===== config.mk =====
export PLATFORM = sky130hd
export DESIGN_NAME = wdt_top
export DESIGN_NICKNAME = d
export VERILOG_FILES = /design/src/design/wdt_sync2.v /design/src/design/wdt_counter.v /design/src/design/wdt_top.v
export VERILOG_INCLUDE_DIRS = /design/src /design/src/design
export SDC_FILE = /design/constraint.sdc
export NUM_CORES = 1
export LEC_CHECK = 0
export BUFFER_PORTS_ARGS = -buffer_cell sky130_fd_sc_hd__buf_2
export CAP_MARGIN = 5
export CORE_MARGIN = 2
export CORE_UTILIZATION = 49
export DETAILED_ROUTE_END_ITERATION = 8
export GPL_ROUTABILITY_DRIVEN = 0
export HOLD_SLACK_MARGIN = 0.06
export PLACE_DENSITY = 0.8
export SLEW_MARGIN = 30
export SYNTH_ARGS = -nofsm -noshare
export SYNTH_HDL_FRONTEND = slang
export SYNTH_SLANG_ARGS = --single-unit

===== constraint.sdc =====
create_clock -name clk -period 3.04 [get_ports clk]
set_input_delay 0.76 -clock clk [delete_from_list [all_inputs] [get_ports clk]]
set_output_delay 0.76 -clock clk [all_outputs]
set_load 0.005 [all_outputs]

===== src/design/wdt_defines.vh =====
// What this block does
// - Counter advances on each rising edge of the 2 Hz clock-timer tick.
// - Unrestarted for 3.5 to 4 seconds, the CPU initial reset is issued.
// - Three-stage binary counter; overflow of top stage raises initial reset.
// - Counting continues while the CPU is halted.
// - Build option removes the watchdog; then no reset is ever issued.
// - Writing one to bit 3 clears the counter; writing zero does nothing.
// - Restart bit is write-only and reads as zero.
// - Bits 2..0 read counter stages 1/4, 1/2, 1 Hz; zero after reset.
`ifndef WDT_DEFINES_VH
`define WDT_DEFINES_VH

// ----------------------------------------
// Register map
// ----------------------------------------
`define WDT_ADDR_W 10
`define WDT_REG_CTRL_CNT 10'h2ef
`define WDT_DATA_W 4
`define WDT_BIT_RESTART 3
`define WDT_CNT_W 3
`define WDT_CNT_RESET 3'h0
`define WDT_RD_ZERO 4'h0

// ----------------------------------------
// Timing
// ----------------------------------------
`define WDT_RESET_PULSE_NS 100
`define WDT_CLK_PERIOD_NS 25
`define WDT_RESET_PULSE_CYC ((`WDT_RESET_PULSE_NS + `WDT_CLK_PERIOD_NS - 1) / `WDT_CLK_PERIOD_NS)
`define WDT_PULSE_CNT_W 3

`endif


===== src/design/wdt_sync2.v =====
module wdt_sync2 (
    input wire clk,
    input wire arst_n,
    input wire din,
    output reg dout
);

    reg meta_q;

    always @(posedge clk or negedge arst_n) begin
        if (!arst_n) begin
            meta_q <= 1'b0;
            dout <= 1'b0;
        end else begin
            meta_q <= din;
            dout <= meta_q;
        end
    end

endmodule


===== src/design/wdt_counter.v =====
`include "wdt_defines.vh"

module wdt_counter (
    input wire clk,
    input wire arst_n,
    input wire tick,
    input wire clear,
    output reg [`WDT_CNT_W-1:0] count_q,
    output wire overflow
);

    // ----------------------------------------
    // Three-stage counter
    // ----------------------------------------
    assign overflow = tick && !clear && (count_q == {`WDT_CNT_W{1'b1}});

    always @(posedge clk or negedge arst_n) begin
        if (!arst_n) begin
            count_q <= `WDT_CNT_RESET;
        end else if (clear) begin
            count_q <= `WDT_CNT_RESET;
        end else if (tick) begin
            count_q <= count_q + {{(`WDT_CNT_W-1){1'b0}}, 1'b1};
        end
    end

endmodule


===== src/design/wdt_top.v =====
`include "wdt_defines.vh"

module wdt_top #(
    parameter WDT_PRESENT = 1
) (
    input wire clk,
    input wire arst_n,
    input wire tick_2hz,
    input wire cpu_halted,
    input wire [`WDT_ADDR_W-1:0] reg_addr,
    input wire [`WDT_DATA_W-1:0] reg_wdata,
    input wire reg_wr,
    input wire reg_rd,
    output reg [`WDT_DATA_W-1:0] reg_rdata,
    output reg wdog_reset_out
);

    // ----------------------------------------
    // Tick synchroniser and edge detect
    // ----------------------------------------
    wire tick_s;
    reg tick_prev_q;
    wire tick_rise;
    wire [`WDT_CNT_W-1:0] count;
    wire overflow;
    wire restart_wr;
    wire wdog_clear;
    reg [`WDT_PULSE_CNT_W-1:0] pulse_q;
    reg [`WDT_DATA_W-1:0] rdata_d;
    wire [31:0] pulse_load_w;

    // Address decode shared by the write and read paths
    function reg_hit;
        input [`WDT_ADDR_W-1:0] addr;
        begin
            reg_hit = (addr == `WDT_REG_CTRL_CNT);
        end
    endfunction

    // Pulse length in cycles, narrowed on purpose to the pulse counter
    assign pulse_load_w = `WDT_RESET_PULSE_CYC;

    wdt_sync2 u_sync (
        .clk(clk),
        .arst_n(arst_n),
        .din(tick_2hz),
        .dout(tick_s)
    );

    always @(posedge clk or negedge arst_n) begin
        if (!arst_n) begin
            tick_prev_q <= 1'b0;
        end else begin
            tick_prev_q <= tick_s;
        end
    end

    // Halt does not gate the tick
    assign tick_rise = tick_s && !tick_prev_q;

    // ----------------------------------------
    // Restart decode
    // ----------------------------------------
    assign restart_wr = reg_wr && reg_hit(reg_addr)
                        && reg_wdata[`WDT_BIT_RESTART];
    assign wdog_clear = restart_wr || (pulse_q != {`WDT_PULSE_CNT_W{1'b0}});

    wdt_counter u_cnt (
        .clk(clk),
        .arst_n(arst_n),
        .tick(tick_rise),
        .clear(wdog_clear),
        .count_q(count),
        .overflow(overflow)
    );

    // ----------------------------------------
    // Reset pulse generation
    // ----------------------------------------
    always @(posedge clk or negedge arst_n) begin
        if (!arst_n) begin
            pulse_q <= {`WDT_PULSE_CNT_W{1'b0}};
            wdog_reset_out <= 1'b0;
        end else begin
            if ((WDT_PRESENT != 0) && overflow) begin
                pulse_q <= pulse_load_w[`WDT_PULSE_CNT_W-1:0];
            end else if (pulse_q != {`WDT_PULSE_CNT_W{1'b0}}) begin
                pulse_q <= pulse_q - {{(`WDT_PULSE_CNT_W-1){1'b0}}, 1'b1};
            end
            wdog_reset_out <= (WDT_PRESENT != 0) && (overflow ||
                              (pulse_q > {{(`WDT_PULSE_CNT_W-1){1'b0}}, 1'b1}));
        end
    end

    // ----------------------------------------
    // Register read
    // ----------------------------------------
    always @* begin
        rdata_d = `WDT_RD_ZERO;
        if (reg_rd && reg_hit(reg_addr)) begin
            rdata_d = {1'b0, count};
        end
    end

    always @(posedge clk or negedge arst_n) begin
        if (!arst_n) begin
            reg_rdata <= `WDT_RD_ZERO;
        end else begin
            reg_rdata <= rdata_d;
        end
    end

endmodule


==> results.tsv, run 1 <==
stage	metric	value	unit
synth	synth_top_area_cell	dfrtp_1	
detailed_routing	num_vias	434	
floorplanning	die_width	40.58	um
timing	finalClockSkew	1.240	ps
outcome	status	completed	
hold_path	hp-start	u_sync.meta_q	
grt	grt_pass1_wl	1.504	mm
timing	layout_setup_ws	1528	ps
flow_run	maxCapViolations	0	
synth	synth_area	655.6	sq um
grt	grt_usage	0.1443	
detailed_routing	drt_iter0_drc	3	
cts	cts_hold_repair.buffers	0	
finish	num_antenna_cells	0	
detailed_routing	wire_per_inst	11.68	um
floorplanning	core	0.001269	sq mm
critical_path	worst_setup_path_end_kind	register	
synth	synth_most_common_cell	dfrtp_1	
detailed_routing	drc_errors	0	
timing	tns	0	ps
grt	grt_overflow	0	
power	p_total	494.9	uW
cts	cts_tree	built	
finish	final_area	783.3	sq um
timing	fmax	0.6614	GHz
grt	grt_start_max_net_pins	14	
placed_design	placed_cell_area	757.0	sq um
timing	finalHoldViolCount	0	
critical_path	critPathKind	in2reg	
cts	cts_buffers	3	
grt	grt_pass1_vias	361	
timing	slew_violations	0	
detailed_routing	finalWirelength	1.028	mm
placed_design	numPortBuffers	19	
synth	syn_nets	77	
detailed_routing	first_pass_iters	2	
synth	ys_warn_count	0	
critical_path	startpoint_type	input port	
synth	synth-seq-cells	13	
timing	max_slew_margin	0.6525	
synth	synthFlopType	dfrtp_1	
synth	synth_edf_count	0	
finish	final_core_util	0.6174	
cts	postCtsSetupBuffers	0	
power	p_per_area	631.8	mW/mm^2
cts	cts.htree.levels	1	
power	p_leak	0.4214	nW
critical_path	cp.required	3240	ps
grt	antenna_found_initial	0	
cts	cts.path.max_buffers	2	
timing	worst_pin_slew	516.5	ps
floorplanning	pin_count	25	
hold_path	whs_endpoint	u_sync.dout	
cts	cts_root_buffer	clkbuf_4	
floorplanning	die-area	0.001647	sq mm
critical_path	critPathArrivalTime	1720	ps
synth	ys_async_sr_fraction	1.000	
critical_path	reg2reg_depth	5	
finish	nNetsFinal	99	
synth	synth_cell_types	21	
synth	yosysSeqAreaShare	0.4962	
cts	cts.sinks	13	
critical_path	r2r_start	pulse_q[0]	
critical_path	r2r_slack	1640	ps
placed_design	dpl.hpwl	875	um
timing	period_minus_slack	1512	ps
cts	path_clk_slew	70	ps
synth	netlist.area_leader.share	0.4962	
synth	synth_area_leaders	dfrtp_1, ha_1, nand4b_4	
cts	cts.repair.resized	0	
floorplanning	initial_core_util	0.5168	
power	vdd_drop_max	0.3133	mV
timing	rsz0062_at_grt	false	
synth	avgSynthCellArea	12.61	sq um
hold_path	hp-class	reg2reg	
cts	clk_latency	260	ps
synth	synth_common_cells	dfrtp_1, ha_1, inv_1, mux2i_1	
detailed_routing	viasPerCell	4.932	
critical_path	cp_max_fo	3	
finish	area_growth	19.47	%
placed_design	post-place-ws	1241	ps
timing	finalCritPeriodShare	0.4973	
finish	drive_gt1_frac	0.3425	
synth	synth_cells	52	
hold_path	holdPathStages	0	
floorplanning	rows	13	
critical_path	worstReg2RegEnd	pulse_q[1]	
floorplanning	dieHeight	40.58	um
detailed_routing	ant_nets	0	
timing	setup_viol	0	
layout by cell type, fill, tap and decap left out, drive strengths merged:
cell / n
and2: 3
and2b: 1
buf: 19
clkbuf: 4
conb: 1
dfrtp: 13
ha: 5
inv: 4
mux2i: 4
nand2: 3
nand2b: 1
nand4b: 2
nor2: 1
nor3: 3
nor4: 2
o21bai: 1
o311ai: 1
o31a: 2
o31ai: 1
xnor2: 2
through the flow:
stage                     hold slack [ps]  cells
after floorplan                     331.2     52
after global placement              336.8     84
after detailed placement            337.9     84
after CTS                           354.5     88
after global routing                358.8     88
final                               352.1     88
power by group:
part / internal [mW] / switching, mW
Combinational: 0.0864 / 0.0828
Clock: 0.0507 / 0.0508
Sequential: 0.205 / 0.0193
Total: 0.342 / 0.153
final cells by class:
cell class | count | area, sq um
clock buffers | 4 | 26.28
inverters | 4 | 15.01
flip-flops and latches | 13 | 325.3
multi-input cells | 33 | 302.8
well taps | 15 | 18.77
repair buffers | 19 | 95.09
fillers | 113 | 485.5
cells by family (layout without fill, tap and decap cells):
group / after synthesis / count (layout) / share of synthesized area
flops: 13 / 13 / 0.4962
mux: 4 / 4 / 0.06107
simple gates: 16 / 16 / 0.2099
fa+ha+maj: 5 / 5 / 0.09542
other cells: 1 / 1 / 0.005720
xor+xnor: 2 / 2 / 0.02672
buf+inv: 6 / 27 / 0.04197
compound gates: 5 / 5 / 0.06299
layer usage:
layer	vias to the layer above	wire length, um	GRT usage
li1	218	-	-
met5	-	0	0
met3	0	63	0.05000
met4	0	0	0.05000
met2	22	539	0.2341
met1	194	425	0.1759
flip-flops by register name (all words and copies together) (netlist names):
register,flops
pulse_q,3
reg_rdata,3
tick_prev_q,1
u_cnt.count_q,3
u_sync.dout,1
u_sync.meta_q,1
wdog_reset_out,1
worst max path at each step:
| stage | endpoint | start | slack (ps) | depth (start not counted) |
|---|---|---|---|---|
| final | reg_rdata[1] | reg_addr[8] | 1530 | 4 |
| after global routing | wdog_reset_out | reg_addr[8] | 1470 | 4 |
| after CTS | wdog_reset_out | reg_addr[8] | 1530 | 4 |
| after detailed placement | wdog_reset_out | reg_addr[8] | 1240 | 4 |
| after global placement | wdog_reset_out | reg_addr[8] | 1260 | 4 |
| after floorplan | wdog_reset_out | reg_addr[8] | 1460 | 3 |
critical path, cell delays in order:
cell and delay [ps]:
buf_2 100, nand4b_4 180, nor4_1 470, and2_1 210
No activity file was read; power rests on OpenSTA's default activity.
==> run 2, diff against run 1 <==
--- a/config.mk
+++ b/config.mk
@@ -6,14 +6,15 @@
 export SDC_FILE = /design/constraint.sdc
 export NUM_CORES = 1
 export LEC_CHECK = 0
+export ABC_AREA = 1
 export BUFFER_PORTS_ARGS = -buffer_cell sky130_fd_sc_hd__buf_2
 export CAP_MARGIN = 5
 export CORE_MARGIN = 2
-export CORE_UTILIZATION = 49
+export CORE_UTILIZATION = 46
 export DETAILED_ROUTE_END_ITERATION = 8
 export GPL_ROUTABILITY_DRIVEN = 0
 export HOLD_SLACK_MARGIN = 0.06
-export PLACE_DENSITY = 0.8
+export PLACE_DENSITY = 0.75
 export SLEW_MARGIN = 30
 export SYNTH_ARGS = -nofsm -noshare
 export SYNTH_HDL_FRONTEND = slang
==> constraint.sdc (replaced) <==
create_clock -name clk -period 1.4 [get_ports clk]
set_input_delay 0.35 -clock clk [delete_from_list [all_inputs] [get_ports clk]]
set_output_delay 0.35 -clock clk [all_outputs]
set_load 0.005 [all_outputs]
==> run 2 against run 1 <==
  * Clock skew up 1.1 ps
  * Wire length down 1.5%
  * Via count up 12%
  * Count of clock-buffer cells in the layout unchanged
  * Synthesized area up 4.6%
  * Worst setup slack worse by 1400 ps
  * Die area up 10%
  * Critical endpoint is now pulse_q[0]
  * Design area up 6.1%
  * Synthesized cell count up 35%
  * Global-route usage down 1.1 points
==> results.tsv, run 2 <==
stage	metric	value	unit
outcome	status	completed	
synth	ys_async_sr_fraction	1.000	
synth	synthFlopType	dfrtp_1	
finish	drive_gt1_frac	0.3548	
synth	syn_nets	95	
finish	fillers	124	
grt	antenna_found_initial	0	
synth	yosysSeqAreaShare	0.4745	
timing	finalHoldViolCount	0	
timing	rsz0062_at_grt	false	
detailed_routing	viasPerCell	4.519	
power	p_comb_frac	0.369	
timing	slew_violations	0	
placed_design	numPortBuffers	19	
timing	finalClockSkew	2.304	ps
floorplanning	initial_core_util	0.5079	
cts	cts.htree.levels	1	
timing	setup_viol	0	
finish	nNetsFinal	119	
synth	synth_fa_ha_area_frac	0.09124	
timing	period_minus_slack	1257	ps
synth	avgSynthCellArea	9.795	sq um
detailed_routing	num_vias	488	
cts	cts.sinks	13	
grt	grt_usage	0.1329	
power	pwr-share-seq	0.436	
floorplanning	dieHeight	42.61	um
synth	synth_top_area_cell	dfrtp_1	
hold_path	hp-class	in2reg	
finish	seqCellArea	325.3	sq um
power	p_clk_frac	0.195	
floorplanning	die-area	0.001815	sq mm
placed_design	dpl.hpwl	806.5	um
timing	finalCritPeriodShare	0.8979	
grt	grt_overflow	0	
cts	path_clk_slew	70	ps
finish	multi_input_area	296.5	sq um
floorplanning	core	0.001350	sq mm
critical_path	cp.required	1570	ps
synth	synth_cell_types	17	
critical_path	critPathArrivalTime	1430	ps
cts	cts_root_buffer	clkbuf_4	
detailed_routing	drc_errors	0	
synth	synth_cells	70	
floorplanning	rows	13	
finish	num_antenna_cells	0	
detailed_routing	ant_nets	0	
synth	synth-seq-cells	13	
grt	grt_pass1_vias	478	
synth	synth_area_leaders	dfrtp_1, ha_1, inv_1	
power	internal_power	724.8	uW
synth	synthMuxAreaShare	0	
placed_design	placed_cell_area	792.0	sq um
synth	netlist.area_leader.share	0.4745	
floorplanning	pin_count	25	
detailed_routing	finalWirelength	1.013	mm
timing	fmax	0.7955	GHz
detailed_routing	drt_iter0_drc	4	
synth	synth_xor_area_frac	0.02555	
cts	clk_latency	270	ps
synth	synth_top_family_by_area	simple AND/OR/NAND/NOR gates	
synth	synth_common_cells	dfrtp_1, inv_1, nand2_1	
critical_path	critPathKind	reg2reg	
synth	synth_edf_count	0	
cts	cts_tree	built	
finish	final_area	830.8	sq um
synth	synth-compound-area-share	0.02190	
detailed_routing	first_pass_iters	3	
grt	grt_pass1_wl	1.787	mm
power	p_leak	0.4574	nW
finish	area_growth	21.17	%
grt	grt_start_max_net_pins	14	
power	vdd_drop_max	0.9585	mV
synth	ys_warn_count	0	
cts	cts_buffers	3	
power	swShare	0.3524	
cts	cts.path.max_buffers	2	
timing	tns	0	ps
synth	synth_area	685.7	sq um
finish	mostFrequentLayoutCells	buf_2, inv_1, dfrtp_1	
finish	top_regs	pulse_q x3, reg_rdata x3, u_cnt.count_q x3	
flow_run	maxCapViolations	0	
critical_path	cp_max_fo	10	
finish	final_common_cell	buf_2	
synth	synth-simple-area-share	0.2883	
critical_path	worst_setup_path_end_kind	register	
power	power.switching	394.5	uW
detailed_routing	wire_per_inst	9.380	um
power	p_per_area	1347	mW/mm^2
critical_path	startpoint_type	register	
floorplanning	die_width	42.61	um
==> run 2: cell types whose count changed after synthesis, sizes merged, moves of 2 or more <==
cell | before | now
nor2 | 1 | 8
o21ai | 0 | 2
nand4b | 2 | 0
and2 | 3 | 0
mux2i | 4 | 0
nor4 | 2 | 0
nor3 | 3 | 0
nand4 | 0 | 9
o31a | 2 | 0
nand2 | 3 | 13
inv | 4 | 15
==> run 2: repair_timing <==
action	4_1_cts	5_1_grt
gates resized for setup	0	1
setup buffers	0	0
endpoints found under the hold margin	13	0
setup endpoints to repair	0	2
hold buffers	1	0
==> run 2: layout make-up <==
cell class | count | share of cell area
Inverter | 15 | 0.07078
Clock buffer | 4 | 0.03163
Multi-Input combinational cell | 41 | 0.3569
Sequential cell | 13 | 0.3916
Timing Repair Buffer | 20 | 0.1265
Tap cell | 15 | 0.02259
==> run 2: cell families after synthesis <==
kind of cell,count (synthesis)
other,1
XOR/XNOR,2
buffers and inverters,16
adder cells (fa/ha/maj),5
AND/OR/NAND/NOR,30
AO/OA/AOI/OAI,3
flip-flops,13
==> run 2: path summary, 6_finish.rpt <==
check / to / slack [ps] / from / depth (start not counted)
worst max-delay path: pulse_q[0] / 140 / pulse_q[0] / 7
worst min-delay path: u_sync.meta_q / 190 / tick_2hz / 1
worst max register to register: pulse_q[0] / 140 / pulse_q[0] / 7
worst min register to register: u_sync.dout / 360 / u_sync.meta_q / 0
max in group asynchronous: pulse_q[2] / 710 / arst_n / 2
min in group asynchronous: u_cnt.count_q[2] / 480 / arst_n / 2
==> run 2: power groups by stage <==
stage | Sequential [mW] | Combinational (mW) | Clock [mW]
floorplan | 0.487 | 0.315 | 0
global placement | 0.488 | 0.387 | 0
detailed placement | 0.492 | 0.401 | 0
CTS | 0.488 | 0.411 | 0.230
global route | 0.499 | 0.486 | 0.251
finish | 0.487 | 0.413 | 0.219
==> run 2: metal layers <==
layer,vias to the layer above,track usage,share of wire
met5,-,0,0
met3,0,0.06466,0.059
met2,9,0.2400,0.50
li1,262,-,-
met4,0,0.01875,0
met1,217,0.1417,0.44
==> run 2: critical path, stage by stage, from the launching register on <==
cell,delay (ps)
dfrtp_1,400
inv_1,130
ha_1,180
nand2_2,80
inv_4,120
nand4_4,130
nand2_1,80
inv_1,40
==> run 2: stage by stage <==
stage	utilization	cells	setup slack [ps]	power [mW]	hold slack (ps)
finish	0.6154	108	143.0	1.119	186.4
global route	0.6154	108	33.12	1.236	175.3
floorplan	-	70	242.7	0.8016	54.41
CTS	0.6135	108	103.1	1.129	176.8
global placement	0.5867	103	169.9	0.8740	242.8
detailed placement	0.5867	103	122.7	0.8938	244.5
